`src/hsdc_consts.svh`:
```
`ifndef HSDC_CONSTS_SVH
`define HSDC_CONSTS_SVH

// register offsets
`define HSDC_OFS_TUNE 8'h0A
`define HSDC_OFS_LANG_LO 8'h20
`define HSDC_OFS_LANG_HI 8'h21
`define HSDC_OFS_SER_LEN 8'h22
`define HSDC_OFS_MAK_LEN 8'h23
// string byte arrays
`define HSDC_OFS_SER_FIRST 8'h30
`define HSDC_OFS_SER_LAST 8'h4F
`define HSDC_OFS_MAK_FIRST 8'h50
`define HSDC_OFS_MAK_LAST 8'h8F

// writable bits of the tuning register (4:2 and 1)
`define HSDC_TUNE_WR_MASK 8'h1E
// field widths of the length registers
`define HSDC_SER_LEN_W 6
`define HSDC_MAK_LEN_W 7

// reset values
`define HSDC_TUNE_RST 8'h02
`define HSDC_LANG_LO_RST 8'h09
`define HSDC_LANG_HI_RST 8'h04
`define HSDC_SER_LEN_RST 6'h14
`define HSDC_MAK_LEN_RST 7'h00

// largest string lengths in bytes
`define HSDC_SER_MAX 32
`define HSDC_MAK_MAX 64

// string descriptor fields
`define HSDC_DESC_TYPE_STRING 8'h03
`define HSDC_DESC_HEAD_LEN 7'h02
`define HSDC_LANG_BYTES 7'h02
`define HSDC_IDX_LANG 8'h00
`define HSDC_IDX_SERIAL 8'h01
`define HSDC_IDX_MAKER 8'h03

`endif

```
`src/hsdc_pkg.sv`:
```
package hsdc_pkg;

    // one byte of register or string data
    typedef logic [7:0] hsdc_byte_t;

    // string descriptor reply sequencer
    typedef enum logic [3:0] {
        HSDC_IDLE      = 4'b0001,
        HSDC_HEAD_LEN  = 4'b0010,
        HSDC_HEAD_TYPE = 4'b0100,
        HSDC_BODY      = 4'b1000
    } hsdc_state_e;

endpackage : hsdc_pkg

```
`src/hsdc_text_mem.sv`:
```
`timescale 1ns/100ps

// string byte store: one write port, two registered read ports
module hsdc_text_mem
    import hsdc_pkg::*;
#(
    parameter int DEPTH = 96,
    parameter int AW = 7
)
(
    input wire logic ref_clk_i,
    input wire logic ce_i,
    input wire logic we_i,
    input wire logic [AW-1:0] waddr_i,
    input wire hsdc_byte_t wdata_i,
    input wire logic re_a_i,
    input wire logic [AW-1:0] raddr_a_i,
    output hsdc_byte_t rdata_a_o,
    input wire logic re_b_i,
    input wire logic [AW-1:0] raddr_b_i,
    output hsdc_byte_t rdata_b_o
);

    hsdc_byte_t mem_ff [DEPTH]; // storage, contents undefined until loaded
    hsdc_byte_t rd_a_ff; // register read port
    hsdc_byte_t rd_b_ff; // descriptor read port

    // out-of-range reads return zero instead of unknown data
    function automatic hsdc_byte_t fetch(input logic [AW-1:0] a);
        fetch = (int'(a) < DEPTH) ? mem_ff[a] : 8'h00;
    endfunction : fetch

    // write port, frozen while ce_i is low
    always_ff @(posedge ref_clk_i)
    begin
        if (ce_i && we_i && (int'(waddr_i) < DEPTH))
        begin
            mem_ff[waddr_i] <= wdata_i;
        end
    end

    // read ports, data held between reads
    always_ff @(posedge ref_clk_i)
    begin
        if (ce_i && re_a_i)
        begin
            rd_a_ff <= fetch(raddr_a_i);
        end
        if (ce_i && re_b_i)
        begin
            rd_b_ff <= fetch(raddr_b_i);
        end
    end

    assign rdata_a_o = rd_a_ff;
    assign rdata_b_o = rd_b_ff;

endmodule : hsdc_text_mem

```
`src/hsdc_string_regs.sv`:
```
`timescale 1ns/100ps
`include "hsdc_consts.svh"

// Functional notes
// - reserved read-only bits always read zero
// - i2c mode loads tuning bits from eeprom
// - smbus mode host writes tuning bits
// - language low byte, reset 09h, index 0
// - language high byte, reset 04h, index 0
// - index 0 reports exactly one language
// - language bytes writable only with custom enable
// - serial length resets to 14h
// - serial length bits 5:0, max 32
// - nonzero serial length returns bytes, index 1
// - serial length replaceable by eeprom or host
// - maker length resets zero, zero means none
// - maker length bits 6:0, max 64
// - nonzero maker length returns bytes, index 3
// - serial bytes live at 30h to 4Fh
// - maker bytes live at 50h to 8Fh
module hsdc_string_regs
    import hsdc_pkg::*;
#(
    parameter int SER_DEPTH = `HSDC_SER_MAX,
    parameter int MAK_DEPTH = `HSDC_MAK_MAX
)
(
    input wire logic ref_clk_i,
    input wire logic nrst_i,
    input wire logic ce_i,
    input wire logic smbus_mode_i,
    input wire logic custom_text_enable_i,
    input wire logic ee_wr_i,
    input wire logic smb_wr_i,
    input wire logic cfg_rd_i,
    input wire logic [7:0] cfg_addr_i,
    input wire hsdc_byte_t cfg_wdata_i,
    output hsdc_byte_t cfg_rdata_o,
    output hsdc_byte_t tune_cfg_o,
    input wire logic desc_req_i,
    input wire logic [7:0] desc_index_i,
    input wire logic desc_ready_i,
    output logic desc_valid_o,
    output hsdc_byte_t desc_data_o,
    output logic desc_last_o,
    output logic desc_stall_o,
    output logic desc_busy_o
);

    localparam int AW = 7; // string store address width
    hsdc_byte_t tune_ff, nxt_tune; // tuning register, writable bits only
    hsdc_byte_t lang_code_low_byte_ff, nxt_lang_code_low_byte; // language code low byte
    hsdc_byte_t lang_code_high_byte_ff, nxt_lang_code_high_byte; // language code high byte
    logic [`HSDC_SER_LEN_W-1:0] serial_text_length_ff, nxt_serial_text_length; // serial length
    logic [`HSDC_MAK_LEN_W-1:0] maker_text_length_ff, nxt_maker_text_length; // maker length
    hsdc_byte_t rd_reg_ff, nxt_rd_reg; // captured register read value
    logic rd_mem_ff, nxt_rd_mem; // last read targeted the string store

    hsdc_state_e state_ff, nxt_state; // reply sequencer
    logic [AW-1:0] cnt_ff, nxt_cnt; // next body byte to present
    logic [AW-1:0] len_ff, nxt_len; // body length of this reply
    logic [AW-1:0] base_ff, nxt_base; // store address of body byte 0
    logic is_lang_ff, nxt_is_lang; // body comes from the language bytes
    hsdc_byte_t data_ff, nxt_data; // byte on the reply port
    logic stall_ff, nxt_stall; // one-cycle refusal pulse
    logic wr_ok; // write accepted in the current mode
    logic mem_we; // write lands in the string store
    hsdc_byte_t mem_rd_a; // store byte for register reads
    hsdc_byte_t mem_rd_b; // store byte for replies
    hsdc_byte_t body_byte; // next body byte to present

    // address decode shared by writes and reads
    function automatic logic in_range(input logic [7:0] a, input logic [7:0] lo,
                                      input logic [7:0] hi);
        in_range = (a >= lo) && (a <= hi);
    endfunction : in_range

    // limit a programmed length to what the array holds
    function automatic logic [AW-1:0] clamp(input logic [AW-1:0] l, input int max);
        clamp = (int'(l) > max) ? AW'(max) : l;
    endfunction : clamp

    // register read image, reserved and unmapped bits as zero
    function automatic hsdc_byte_t reg_image(input logic [7:0] a);
        case (a)
            `HSDC_OFS_TUNE: reg_image = tune_ff & `HSDC_TUNE_WR_MASK;
            `HSDC_OFS_LANG_LO: reg_image = lang_code_low_byte_ff;
            `HSDC_OFS_LANG_HI: reg_image = lang_code_high_byte_ff;
            `HSDC_OFS_SER_LEN: reg_image = {2'b00, serial_text_length_ff};
            `HSDC_OFS_MAK_LEN: reg_image = {1'b0, maker_text_length_ff};
            default: reg_image = 8'h00;
        endcase
    endfunction : reg_image

    // eeprom loads only in i2c mode, host writes only in smbus mode
    assign wr_ok = ce_i & ((ee_wr_i & ~smbus_mode_i) | (smb_wr_i & smbus_mode_i));
    assign mem_we = wr_ok & in_range(cfg_addr_i, `HSDC_OFS_SER_FIRST, `HSDC_OFS_MAK_LAST);

    // string bytes: serial first, maker right behind it
    hsdc_text_mem #(
        .DEPTH(SER_DEPTH + MAK_DEPTH),
        .AW(AW)
    ) i_hsdc_text_mem (
        .ref_clk_i(ref_clk_i),
        .ce_i(ce_i),
        .we_i(mem_we),
        .waddr_i(AW'(cfg_addr_i - `HSDC_OFS_SER_FIRST)),
        .wdata_i(cfg_wdata_i),
        .re_a_i(cfg_rd_i),
        .raddr_a_i(AW'(cfg_addr_i - `HSDC_OFS_SER_FIRST)),
        .rdata_a_o(mem_rd_a),
        .re_b_i(1'b1),
        .raddr_b_i(AW'(nxt_base + nxt_cnt)),
        .rdata_b_o(mem_rd_b)
    );

    // next register values from eeprom load or host write, plus read capture
    always_comb
    begin
        nxt_tune = tune_ff;
        nxt_lang_code_low_byte = lang_code_low_byte_ff;
        nxt_lang_code_high_byte = lang_code_high_byte_ff;
        nxt_serial_text_length = serial_text_length_ff;
        nxt_maker_text_length = maker_text_length_ff;
        nxt_rd_reg = rd_reg_ff;
        nxt_rd_mem = rd_mem_ff;
        if (wr_ok)
        begin
            case (cfg_addr_i)
                // only bits 4:2 and 1 take the new value
                `HSDC_OFS_TUNE: nxt_tune = cfg_wdata_i & `HSDC_TUNE_WR_MASK;
                `HSDC_OFS_LANG_LO:
                    if (custom_text_enable_i)
                        nxt_lang_code_low_byte = cfg_wdata_i;
                `HSDC_OFS_LANG_HI:
                    if (custom_text_enable_i)
                        nxt_lang_code_high_byte = cfg_wdata_i;
                // upper reserved bits dropped
                `HSDC_OFS_SER_LEN:
                    nxt_serial_text_length = cfg_wdata_i[`HSDC_SER_LEN_W-1:0];
                `HSDC_OFS_MAK_LEN:
                    nxt_maker_text_length = cfg_wdata_i[`HSDC_MAK_LEN_W-1:0];
                default: ; // arrays go to the store
            endcase
        end
        // a read in a write cycle sees the old value, held until the next read
        if (cfg_rd_i)
        begin
            nxt_rd_reg = reg_image(cfg_addr_i);
            nxt_rd_mem = in_range(cfg_addr_i, `HSDC_OFS_SER_FIRST, `HSDC_OFS_MAK_LAST);
        end
    end

    // configuration and read registers
    always_ff @(posedge ref_clk_i or negedge nrst_i)
    begin
        if (!nrst_i)
        begin
            tune_ff <= `HSDC_TUNE_RST;
            lang_code_low_byte_ff <= `HSDC_LANG_LO_RST;
            lang_code_high_byte_ff <= `HSDC_LANG_HI_RST;
            serial_text_length_ff <= `HSDC_SER_LEN_RST;
            maker_text_length_ff <= `HSDC_MAK_LEN_RST;
            rd_reg_ff <= 8'h00;
            rd_mem_ff <= 1'b0;
        end
        else if (ce_i)
        begin
            tune_ff <= nxt_tune;
            lang_code_low_byte_ff <= nxt_lang_code_low_byte;
            lang_code_high_byte_ff <= nxt_lang_code_high_byte;
            serial_text_length_ff <= nxt_serial_text_length;
            maker_text_length_ff <= nxt_maker_text_length;
            rd_reg_ff <= nxt_rd_reg;
            rd_mem_ff <= nxt_rd_mem;
        end
    end

    assign cfg_rdata_o = rd_mem_ff ? mem_rd_a : rd_reg_ff;
    assign tune_cfg_o = tune_ff & `HSDC_TUNE_WR_MASK;

    // body byte: language pair or store output
    assign body_byte = is_lang_ff ?
        ((cnt_ff == '0) ? lang_code_low_byte_ff : lang_code_high_byte_ff) : mem_rd_b;

    // reply sequencer: length, type, then body bytes
    always_comb
    begin
        nxt_state = state_ff;
        nxt_cnt = cnt_ff;
        nxt_len = len_ff;
        nxt_base = base_ff;
        nxt_is_lang = is_lang_ff;
        nxt_data = data_ff;
        nxt_stall = 1'b0;
        case (state_ff)
            HSDC_IDLE:
                if (desc_req_i)
                begin
                    nxt_cnt = '0;
                    nxt_state = HSDC_HEAD_LEN;
                    // a single language code, two bytes
                    nxt_is_lang = (desc_index_i == `HSDC_IDX_LANG);
                    case (desc_index_i)
                        `HSDC_IDX_LANG: nxt_len = `HSDC_LANG_BYTES;
                        `HSDC_IDX_SERIAL:
                        begin
                            nxt_len = clamp(AW'(serial_text_length_ff), SER_DEPTH);
                            nxt_base = '0;
                        end
                        `HSDC_IDX_MAKER:
                        begin
                            nxt_len = clamp(maker_text_length_ff, MAK_DEPTH);
                            nxt_base = AW'(SER_DEPTH);
                        end
                        default: nxt_len = '0; // index not offered
                    endcase
                    nxt_data = 8'(nxt_len + `HSDC_DESC_HEAD_LEN);
                    // zero length means no such string
                    if (nxt_len == '0)
                    begin
                        nxt_state = HSDC_IDLE;
                        nxt_stall = 1'b1;
                    end
                end
            HSDC_HEAD_LEN:
                if (desc_ready_i)
                begin
                    nxt_data = `HSDC_DESC_TYPE_STRING;
                    nxt_state = HSDC_HEAD_TYPE;
                end
            HSDC_HEAD_TYPE:
                if (desc_ready_i)
                begin
                    nxt_data = body_byte;
                    nxt_cnt = AW'(cnt_ff + 1'b1);
                    nxt_state = HSDC_BODY;
                end
            HSDC_BODY:
                if (desc_ready_i)
                begin
                    // stop after exactly len body bytes
                    if (cnt_ff == len_ff)
                        nxt_state = HSDC_IDLE;
                    else
                    begin
                        nxt_data = body_byte;
                        nxt_cnt = AW'(cnt_ff + 1'b1);
                    end
                end
            default: nxt_state = HSDC_IDLE;
        endcase
    end

    // sequencer registers
    always_ff @(posedge ref_clk_i or negedge nrst_i)
    begin
        if (!nrst_i)
        begin
            state_ff <= HSDC_IDLE;
            cnt_ff <= '0;
            len_ff <= '0;
            base_ff <= '0;
            is_lang_ff <= 1'b0;
            data_ff <= 8'h00;
            stall_ff <= 1'b0;
        end
        else if (ce_i)
        begin
            state_ff <= nxt_state;
            cnt_ff <= nxt_cnt;
            len_ff <= nxt_len;
            base_ff <= nxt_base;
            is_lang_ff <= nxt_is_lang;
            data_ff <= nxt_data;
            stall_ff <= nxt_stall;
        end
    end

    assign desc_valid_o = (state_ff != HSDC_IDLE);
    assign desc_busy_o = (state_ff != HSDC_IDLE);
    assign desc_data_o = data_ff;
    assign desc_last_o = (state_ff == HSDC_BODY) && (cnt_ff == len_ff);
    assign desc_stall_o = stall_ff;
endmodule : hsdc_string_regs

```
`config.mk`:
```
export PLATFORM = sky130hd
export DESIGN_NAME = hsdc_string_regs
export DESIGN_NICKNAME = d
export VERILOG_FILES = /design/src/hsdc_pkg.sv /design/src/hsdc_text_mem.sv /design/src/hsdc_string_regs.sv
export VERILOG_INCLUDE_DIRS = /design/src /design/src/src
export SDC_FILE = /design/constraint.sdc
export NUM_CORES = 1
export LEC_CHECK = 0
export ABC_AREA = 0
export BUFFER_PORTS_ARGS = -buffer_cell sky130_fd_sc_hd__buf_2
export CAP_MARGIN = 40
export CORE_ASPECT_RATIO = 0.7
export CORE_MARGIN = 2
export CORE_UTILIZATION = 35
export DETAILED_ROUTE_END_ITERATION = 10
export PLACE_DENSITY = 0.54
export SLEW_MARGIN = 20
export SYNTH_ARGS = -nofsm -noshare
export SYNTH_HDL_FRONTEND = slang
export SYNTH_SLANG_ARGS = --single-unit
```
`constraint.sdc`:
```
create_clock -name ref_clk_i -period 9.1 [get_ports ref_clk_i]
set_input_delay 2.275 -clock ref_clk_i [delete_from_list [all_inputs] [get_ports ref_clk_i]]
set_output_delay 2.275 -clock ref_clk_i [all_outputs]
set_load 0.005 [all_outputs]
```
# --- Word level (Yosys, flattened, before mapping) ---
# Memory sizes are Yosys's and may differ from the RTL's. A register that Yosys moved wholly into a read port is not among the register bits.
# Cells that the tools add are included.
totals:
  in_bits: 34
  memories: 1
  ff_bits: 77
  mem_bits_rw: 768
classes:
  reduce_logical: 20
  eq_ne: 19
  bitwise_logic: 6
  order_cmp: 6
  add_sub_neg: 4
  muxes: 35
memory_table:
  columns: ["name", "depth", "word_bits", "read_ports", "rd_ports_with_merged_regs", "wr", "line_no", "text"]
  rows:
  - ["i_hsdc_text_mem.mem_ff", 96, 8, 2, 2, 1, "hsdc_text_mem.sv:24", "hsdc_byte_t mem_ff [DEPTH];"]
ops:
  columns: ["op", "n"]
  rows:
  - ["$mux W8", 8]
  - ["$mux W7", 9]
  - ["$pmux W7 S3", 2]
  - ["$pmux W8 S5", 1]
  - ["$eq A8 B6 Y1 const B", 4]
  - ["$pmux W8 S4", 1]
  - ["$mux W4", 5]
  - ["$pmux W4 S4", 1]
  - ["$logic_not A7 Y1", 2]
  - ["$lt A7 B7 Y1 const B", 2]
  - ["$pmux W7 S2", 1]
  - ["$reduce_and A3 Y1", 4]
  - ["$ne A2 B2 Y1 const B", 5]
  - ["$add A7 B2 Y8 const B", 1]
  - ["$eq A8 B1 Y1 const B", 1]
  - ["$eq A8 B2 Y1 const B", 1]
  - ["$eq A8 B4 Y1 const B", 1]
  - ["$ge A8 B6 Y1 const B", 1]
  - ["$le A8 B8 Y1 const B", 1]
  - ["$logic_not A8 Y1", 1]
  - ["$reduce_and A4 Y1", 2]
  - ["$add A7 B1 Y7 const B", 1]
  - ["$add A7 B7 Y7", 1]
  - ["$eq A7 B7 Y1", 1]
  - ["21 further kinds", 33]

# --- Longest topological paths before layout ---
# Gate-level depths: netlist of the first run.
logic_depth:
  word_depth: 9
  mapped_depth: 19
  mapped_depth_nobuf: 14

# --- By module ---
# A second synthesis of the first run with hierarchy kept.
hier_totals:
  cells_unflattened: 2326
  hier_area_um2: 41199.5
modules_own_cells:
  columns: ["mod", "instances", "cells_per_inst", "area_each_um2", "seq_area_each_um2"]
  rows:
  - ["hsdc_text_mem", 1, 1847, 36436.2, 23542.6]
  - ["hsdc_string_regs", 1, 479, 4763.3, 1935.6]

# --- Worst setup path before layout of the first run ---
# OpenSTA, ideal clock, no wires.
synth_path:
  kind: "input to register"
  start: "input desc_index_i[3]"
  end: "register i_hsdc_text_mem.rd_b_ff[1], in the netlist i_hsdc_text_mem.rdata_b_o[1], read port of i_hsdc_text_mem.mem_ff, data pin"
  cell_stages: 14
  t_arrival_ps: 6552
  path_slack_ps: 2289
  setup_ps: 260
  path_cell_list: "nor4_1 -> nand3_1 -> nor2_1 -> and2b_1 -> ha_1 -> fa_1 -> xnor2_1 -> buf_2 -> clkbuf_1 -> buf_1 -> mux4_2 -> mux2i_1 -> nor2_1 -> mux2_2"
synth_via:
  elab_chain_cells: 7
  word_cells_on_any_way: 8
synth_lines:
  columns: ["element", "line_no", "text"]
  rows:
  - ["start: declaration", "hsdc_string_regs.sv:41", "input wire logic [7:0] desc_index_i,"]
  - ["$eq A8 B2 Y1 / $eq A8 B1 Y1 (equally long branches)", "hsdc_string_regs.sv:204", "case (desc_index_i)"]
  - ["$pmux W7 S2 (*)", "hsdc_string_regs.sv:204", null]
  - ["$mux W7 (*)", "hsdc_string_regs.sv:198", "if (desc_req_i)"]
  - ["$mux W7 (*)", "hsdc_string_regs.sv:196", "case (state_ff)"]
  - ["named net nxt_base[0]", "hsdc_string_regs.sv:62", "logic [AW-1:0] base_ff, nxt_base;"]
  - ["$add A7 B7 Y7 (*)", "hsdc_string_regs.sv:113", ".raddr_b_i(AW'(nxt_base + nxt_cnt)),"]
  - ["$lt A7 B7 Y1", "hsdc_text_mem.sv:30", "fetch = (int'(a) < DEPTH) ? mem_ff[a] : 8'h00;"]
  - ["$logic_not A1 Y1 (no source line)", null, null]
  - ["end: declaration", "hsdc_text_mem.sv:26", "hsdc_byte_t rd_b_ff;"]
# The timed path passes the listed nets; every way through them passes the cells marked *.
# A chain may end at the register's enable or synchronous reset.

# --- Worst setup path after layout of the first run ---
layout_path:
  start: "input desc_index_i[3]"
  end: "register i_hsdc_text_mem.rd_b_ff[6], in the netlist i_hsdc_text_mem.rdata_b_o[6], read port of i_hsdc_text_mem.mem_ff, data pin"
# The elaborated chain is that of the path after synthesis.

==> results.md, run 1 <==
* Pwr/cell area at 185 nW/um2
* Root Buffer: clkbuf_16
* CP max FO at 100
* Ys Warns at 0
* GP Congestion at 0.913
* Die Y at 287 um
* Drt wl/cell at between 30 and 40 um
* Hpwl dp at 94500 um
* Setup Fix Bufs, Post-CTS at 0
* Hold Slack at 0.479 ns
* Cts hold-fix bufs at 0
* Non-Filler Instances at 4138
* Relative slew slack at 0.375
* CP Launch Type: primary input
* WP data required at ~9.5 ns
* Period utilization at 0.754
* Slowest cell on crit path: fa_4
* CP top delay family: multiplexers
* Setup tns final at 0 ns
* Max VDD drop at 0.150 mV
* Min cycle time layout at 6.86 ns
* Share of flip-flops with an asynchronous set or reset at 0.0894
* Vias in the first global route at 25800
* Final hold vios at 0
* Largest net degree at the start of global routing at 101
* Initial antenna violation count at 9
* Unrepaired setup endpoints after global routing: false
* Die W at 408 um
* Fin area at about 46000 um2
* Max stage delay on crit path at 0.84 ns
* CP cell instances: buf_2, nor4_1, nand3_1, nor2_1, and2b_1, ha_4, fa_4, buf_12, mux4_2, mux4_2, mux4_1, mux2_2
* Worst Path Class, Setup: in -> reg
* CTS Buf Count at 83
* Clk buf depth at 3
* Synth-to-Final Area Change at 14.6%
* First-pass GRT wire length at 198000 um
* H-tree depth at 3
* Register area share after synthesis at 0.637
* ANT nets after route at 0
* CTS tree: done
* Most used cell, CP: mux4_2
* First DRT Iteration DRCs at 4562
* Global-route usage over all layers at 0.236
* CTS Sinks at between 800 and 900
* Placed insts at 3981
* Run status: completed
* Synth Flop Type: edfxtp_1
* Critical Path Sink Type: flip-flop
* Flops & latches, synth at between 800 and 900
* Initial DRT Pass Iterations at 6
* Post-synthesis instance area at 40000 um2
* Placed cell area at approximately 43000 um2
* Number of core rows at between 100 and 150
* DIE AREA at 117000 um2
* Worst path bufs/invs at 2
* DRC at 0
* DP Worst Slack at 1.66 ns
* Worst Hold Class: reg -> reg
* Max Slew Vio Count at 0
* Via count at 26500
* Fmax achieved at approximately 150 MHz
* CORE AREA at 113000 um2
* Cell variety after synth at 79
* Post-synth EDFFs at 784
* Layout cells sized above 1 at 0.282
* Initial Utilization at 0.354
* Max Cap Violations at 0
* Mapped Cells at 2430
* Actual slew at the worst max-slew pin at 0.926 ns
* Final setup fails at 0
* # port buffers at between 50 and 60
* Post-Route WL at 140000 um
* Mapped Avg Cell Area at 16.5 um2
* # resized after CTS at 0
* IO Count at between 60 and 70
* Critical path arrival at 7.30 ns
* CTS clk-pin slew, worst paths at roughly 0.07 ns
* Later-pin clock latency in the skew report at 0.68 ns
* Clock skew at ~0.021 ns
* Vias per cell at 6.41
* Overflow after GRT at 0
* Final WS setup at 2.24 ns
* Leakage at 0.0146 uW
* Final #Nets at 2598
## path summary, 6_finish.rpt
check / from / to / slack (ns) / depth (start not counted)
min in group asynchronous: nrst_i / desc_data_o[6] / 1.50 / 1
worst max-delay path: desc_index_i[3] / i_hsdc_text_mem.rdata_b_o[6] / 2.24 / 12
worst max register to register: state_ff[2] / i_hsdc_text_mem.rdata_b_o[6] / 3.19 / 12
worst min register to register: base_ff[1] / base_ff[1] / 0.48 / 1
max in group asynchronous: nrst_i / lang_code_low_byte_ff[0] / 6.96 / 2
worst min-delay path: base_ff[1] / base_ff[1] / 0.48 / 1
## cell type report
| cell class | count | area (um2) |
|---|---|---|
| Sequential cell | 861 | 25500 |
| Inverter | 19 | 71.3 |
| Fill cell | 10200 | 67200 |
| Antenna cell | 2 | 5.00 |
| Multi-Input combinational cell | 1362 | 13800 |
| Tap cell | 1522 | 1900 |
| Clock buffer | 102 | 2230 |
| Clock inverter | 47 | 399 |
| Timing Repair Buffer | 223 | 1940 |
## placed cells by master (no fill, tap or decap), types with 20 or more instances in the layout
cell and instances:
a21oi_1 49, a221oi_1 58, a22o_1 48, a22oi_1 210
a31oi_1 25, buf_2 50, buf_4 138, clkbuf_16 87
dfrtp_1 70, edfxtp_1 784, mux2_2 81, mux2i_1 41
mux4_2 266, nand2_1 78, nand3_1 20, nand4_1 32
nor2_1 160, o21ai_0 68
## power by group
group | total, uW | internal, uW | leakage [uW] | switching, uW
combinational | 622 | 194 | 0.00519 | 428
sequential | 4390 | 4350 | 0.00809 | 41.3
clock | 3470 | 1940 | 0.00129 | 1530
## metal layers
layer	vias up	track usage	routed length, um
met4	10	0.0659	3450
met1	13900	0.354	59100
met3	229	0.0816	19800
met2	1982	0.322	57500
li1	10400	-	-
met5	-	0	65
## Yosys cell counts (41+ instances only)
library cell	n	area (um2)
a22o_1	48	420
mux2i_1	41	410
a22oi_1	210	1580
a221oi_1	58	508
mux4_2	266	5990
mux2_2	81	912
edfxtp_1	784	23500
a21oi_1	49	245
nor2_1	172	646
dfrtp_1	70	1750
nand2_1	78	293
clkbuf_1	146	548
o21ai_0	68	340
## stage by stage
stage           util  total power (uW)
2_1_floorplan      -              4750
3_3_place_gp   0.375              5050
3_5_place_dp   0.382              5070
4_1_cts        0.405              8490
5_1_grt        0.406              8690
6_report       0.406              8480
## cell families (layout without fill, tap and decap cells)
kind of cell	after synthesis	in the layout	share of synthesized area
AO/OA/AOI/OAI	546	546	0.0998
multiplexers	393	393	0.186
adder cells (fa/ha/maj)	14	14	0.00457
XOR/XNOR	21	21	0.00610
other	1	6	0.0000938
buffers and inverters	210	391	0.0207
AND/OR/NAND/NOR	384	384	0.0455
flip-flops	861	861	0.637
## sequential cells by signal (all words and copies together) (netlist names), 4 cells and up
name and cells:
base_ff 7, i_hsdc_text_mem.mem_ff 768, serial_text_length_ff 6, cnt_ff 7, lang_code_high_byte_ff 8, lang_code_low_byte_ff 8
i_hsdc_text_mem.rdata_b_o 8, desc_data_o 8, tune_ff 4, i_hsdc_text_mem.rdata_a_o 8, state_ff 4, rd_reg_ff 8
maker_text_length_ff 7, len_ff 7
Power figures use the tool's default switching activity.
==> inputs of run 2 (changes only) <==
- PLACE_DENSITY: 0.54 -> 0.56
- clock period: 9.1 -> 5.6 ns (I/O delays scaled with it)
==> run 2 against run 1 <==
Net effect:
- critical endpoint is now i_hsdc_text_mem.rdata_b_o[2]
- utilization up 1.3 points
- first-iteration DRC count up 7.2%
- global-route usage up 0.78 points
- non-clock buffer count up 136
- final cell count up 3.5%
- register-to-register slack worse by 2.9 ns
- die area unchanged
- flip-flop and latch count unchanged
- via count up 3.2%
- hold slack better by 0.0057 ns
- worst setup slack worse by 2.1 ns
==> results.md, run 2 (synthesis gave the netlist of run 1 again) <==
* CP cell instances: buf_2, nor2b_1, a22oi_1, a2bb2oi_1, or3_1, nand2_1, o21ai_0, ha_4, fa_4, buf_12, buf_12, mux4_2, mux4_2, mux4_2, mux2_2
* Final hold vios at 0
* RR Startpoint: state_ff[0]
* Synth-to-Final Area Change at 18.3%
* Hold_sp: base_ff[4]
* CP top delay family: multiplexers
* DP Worst Slack at -0.484 ns
* Final WS setup at 0.127 ns
* Number of core rows at 103
* Relative slew slack at 0.436
* # resized after CTS at 0
* Cts hold-fix bufs at 0
* Initial antenna violation count at 11
* CTS tree: done
* Initial DRT Pass Iterations at 6
* Worst Path Class, Setup: in -> reg
* Global-route usage over all layers at 0.244
* Slowest cell on crit path: fa_4
* Most frequent cells in the layout: edfxtp_1 (784), mux4_2 (266), buf_4 (266)
* CTS Sinks at 861
* Worst Hold Path Cells at 1
* Max Slew Vio Count at 0
* Max Cap Violations at 0
* CORE AREA at around 110000 um2
* Register share of total power at 0.496
* CP Launch Type: primary input
* Initial Utilization at 0.354
* Switch share at 0.237
* Worst path bufs/invs at 3
* Clock power share at 0.427
* Vias in the first global route at 26700
* Most used cell, CP: mux4_2
* ANT nets after route at 0
* Drt wl/cell at 33.8 um
* Max VDD drop at around 0.22 mV
* Switch Pwr at 3410 uW
* IO Count at 62
* Gate power share at 0.077
* Period utilization at 0.977
* Later-pin clock latency in the skew report at 0.69 ns
* Worst Hold Class: reg -> reg
* Most common cell after layout, fill and taps aside: edfxtp_1
* Flop2flop setup slack at 0.32 ns
* Largest net degree at the start of global routing at 65
* Final #Nets at 2735
* Max stage delay on crit path at 0.88 ns
* Hpwl dp at 99300 um
* Actual slew at the worst max-slew pin at 0.847 ns
* Die W at 408 um
* Setup Fix Bufs, Post-CTS at 0
* Run status: completed
* GP Congestion at 0.933
* Internal power at 11000 uW
* Pwr/cell area at 304 nW/um2
* Critical path arrival at 5.91 ns
* CTS clk-pin slew, worst paths at 0.07 ns
* Total power at 14400 uW
* Leakage at 0.0154 uW
* Fmax achieved at 183 MHz
* Vias per cell at 6.39
* DIE AREA at around 120000 um2
* Via count at about 27000
* R2R Path End: i_hsdc_text_mem.rdata_b_o[2]
* First DRT Iteration DRCs at 4889
* H-tree depth at 3
* Die Y at 287 um
* Min cycle time layout at 5.47 ns
* Clock skew at between 0.02 and 0.03 ns
* CP max FO at 21
* First-pass GRT wire length at 204000 um
* Root Buffer: clkbuf_16
* Max reg flops at ~770
* WHS Endpoint: base_ff[4]
* WP data required at approximately 6.0 ns
* Unrepaired setup endpoints after global routing: false
* Reg2Reg Depth at 14
* Clk buf depth at 3
* Layout cells sized above 1 at 0.318
* # port buffers at 57
* Top reg by flops: i_hsdc_text_mem.mem_ff
* Critical Path Sink Type: flip-flop
* Overflow after GRT at 0
* Post-Route WL at roughly 140000 um
* Final setup fails at 0
* CTS Buf Count at 84
* DRC at 0
==> run 2: layer usage <==
metal  wire length (um)  up-vias  track usage  share of wire
met5                 27        -            0        0.00019
met4               4050        4       0.0665          0.028
met3              22700      287       0.0933           0.16
met2              58500     2292        0.333           0.40
met1              59600    14100        0.360           0.41
li1                   -    10700            -              -
==> run 2: power groups by stage <==
stage / clock network (uW) / logic (uW) / registers (uW)
finish: 6130 / 1100 / 7130
global route: 6430 / 1150 / 7130
floorplan: 0 / 503 / 7210
CTS: 6190 / 1070 / 7120
global placement: 0 / 1040 / 7260
detailed placement: 0 / 1060 / 7260
==> run 2: layout make-up <==
type / count / area [um2]
inverter: 19 / 71.3
clock inverter: 59 / 682
multi-input combinational: 1362 / 13800
fill: 10100 / 65700
antenna: 4 / 10.0
tap: 1522 / 1900
timing repair buffer: 359 / 3140
clock buffer: 97 / 2240
sequential: 861 / 25500
==> run 2: worst max path at each step <==
stage,startpoint,end,slack (ns),cells after the start
2_1_floorplan,desc_index_i[3],i_hsdc_text_mem.rdata_b_o[3],0.007,12
3_3_place_gp,desc_ready_i,i_hsdc_text_mem.rdata_b_o[5],-0.54,17
3_5_place_dp,desc_ready_i,i_hsdc_text_mem.rdata_b_o[6],-0.48,15
4_1_cts,desc_ready_i,i_hsdc_text_mem.rdata_b_o[6],0.21,15
5_1_grt,desc_ready_i,i_hsdc_text_mem.rdata_b_o[6],0.03,15
6_report,desc_ready_i,i_hsdc_text_mem.rdata_b_o[2],0.13,15
==> run 2: metrics by stage <==
stage / area, um2 / hold slack, ns / utilization / instances / TNS [ns]
floorplan: 40000 / 0.444 / - / 2433 / 0
global placement: 44200 / 0.465 / 0.391 / 4111 / -4.11
detailed placement: 44300 / 0.468 / 0.392 / 4120 / -3.70
CTS: 47300 / 0.486 / 0.418 / 4276 / 0
global route: 47300 / 0.512 / 0.418 / 4280 / 0
finish: 47300 / 0.484 / 0.418 / 4283 / 0
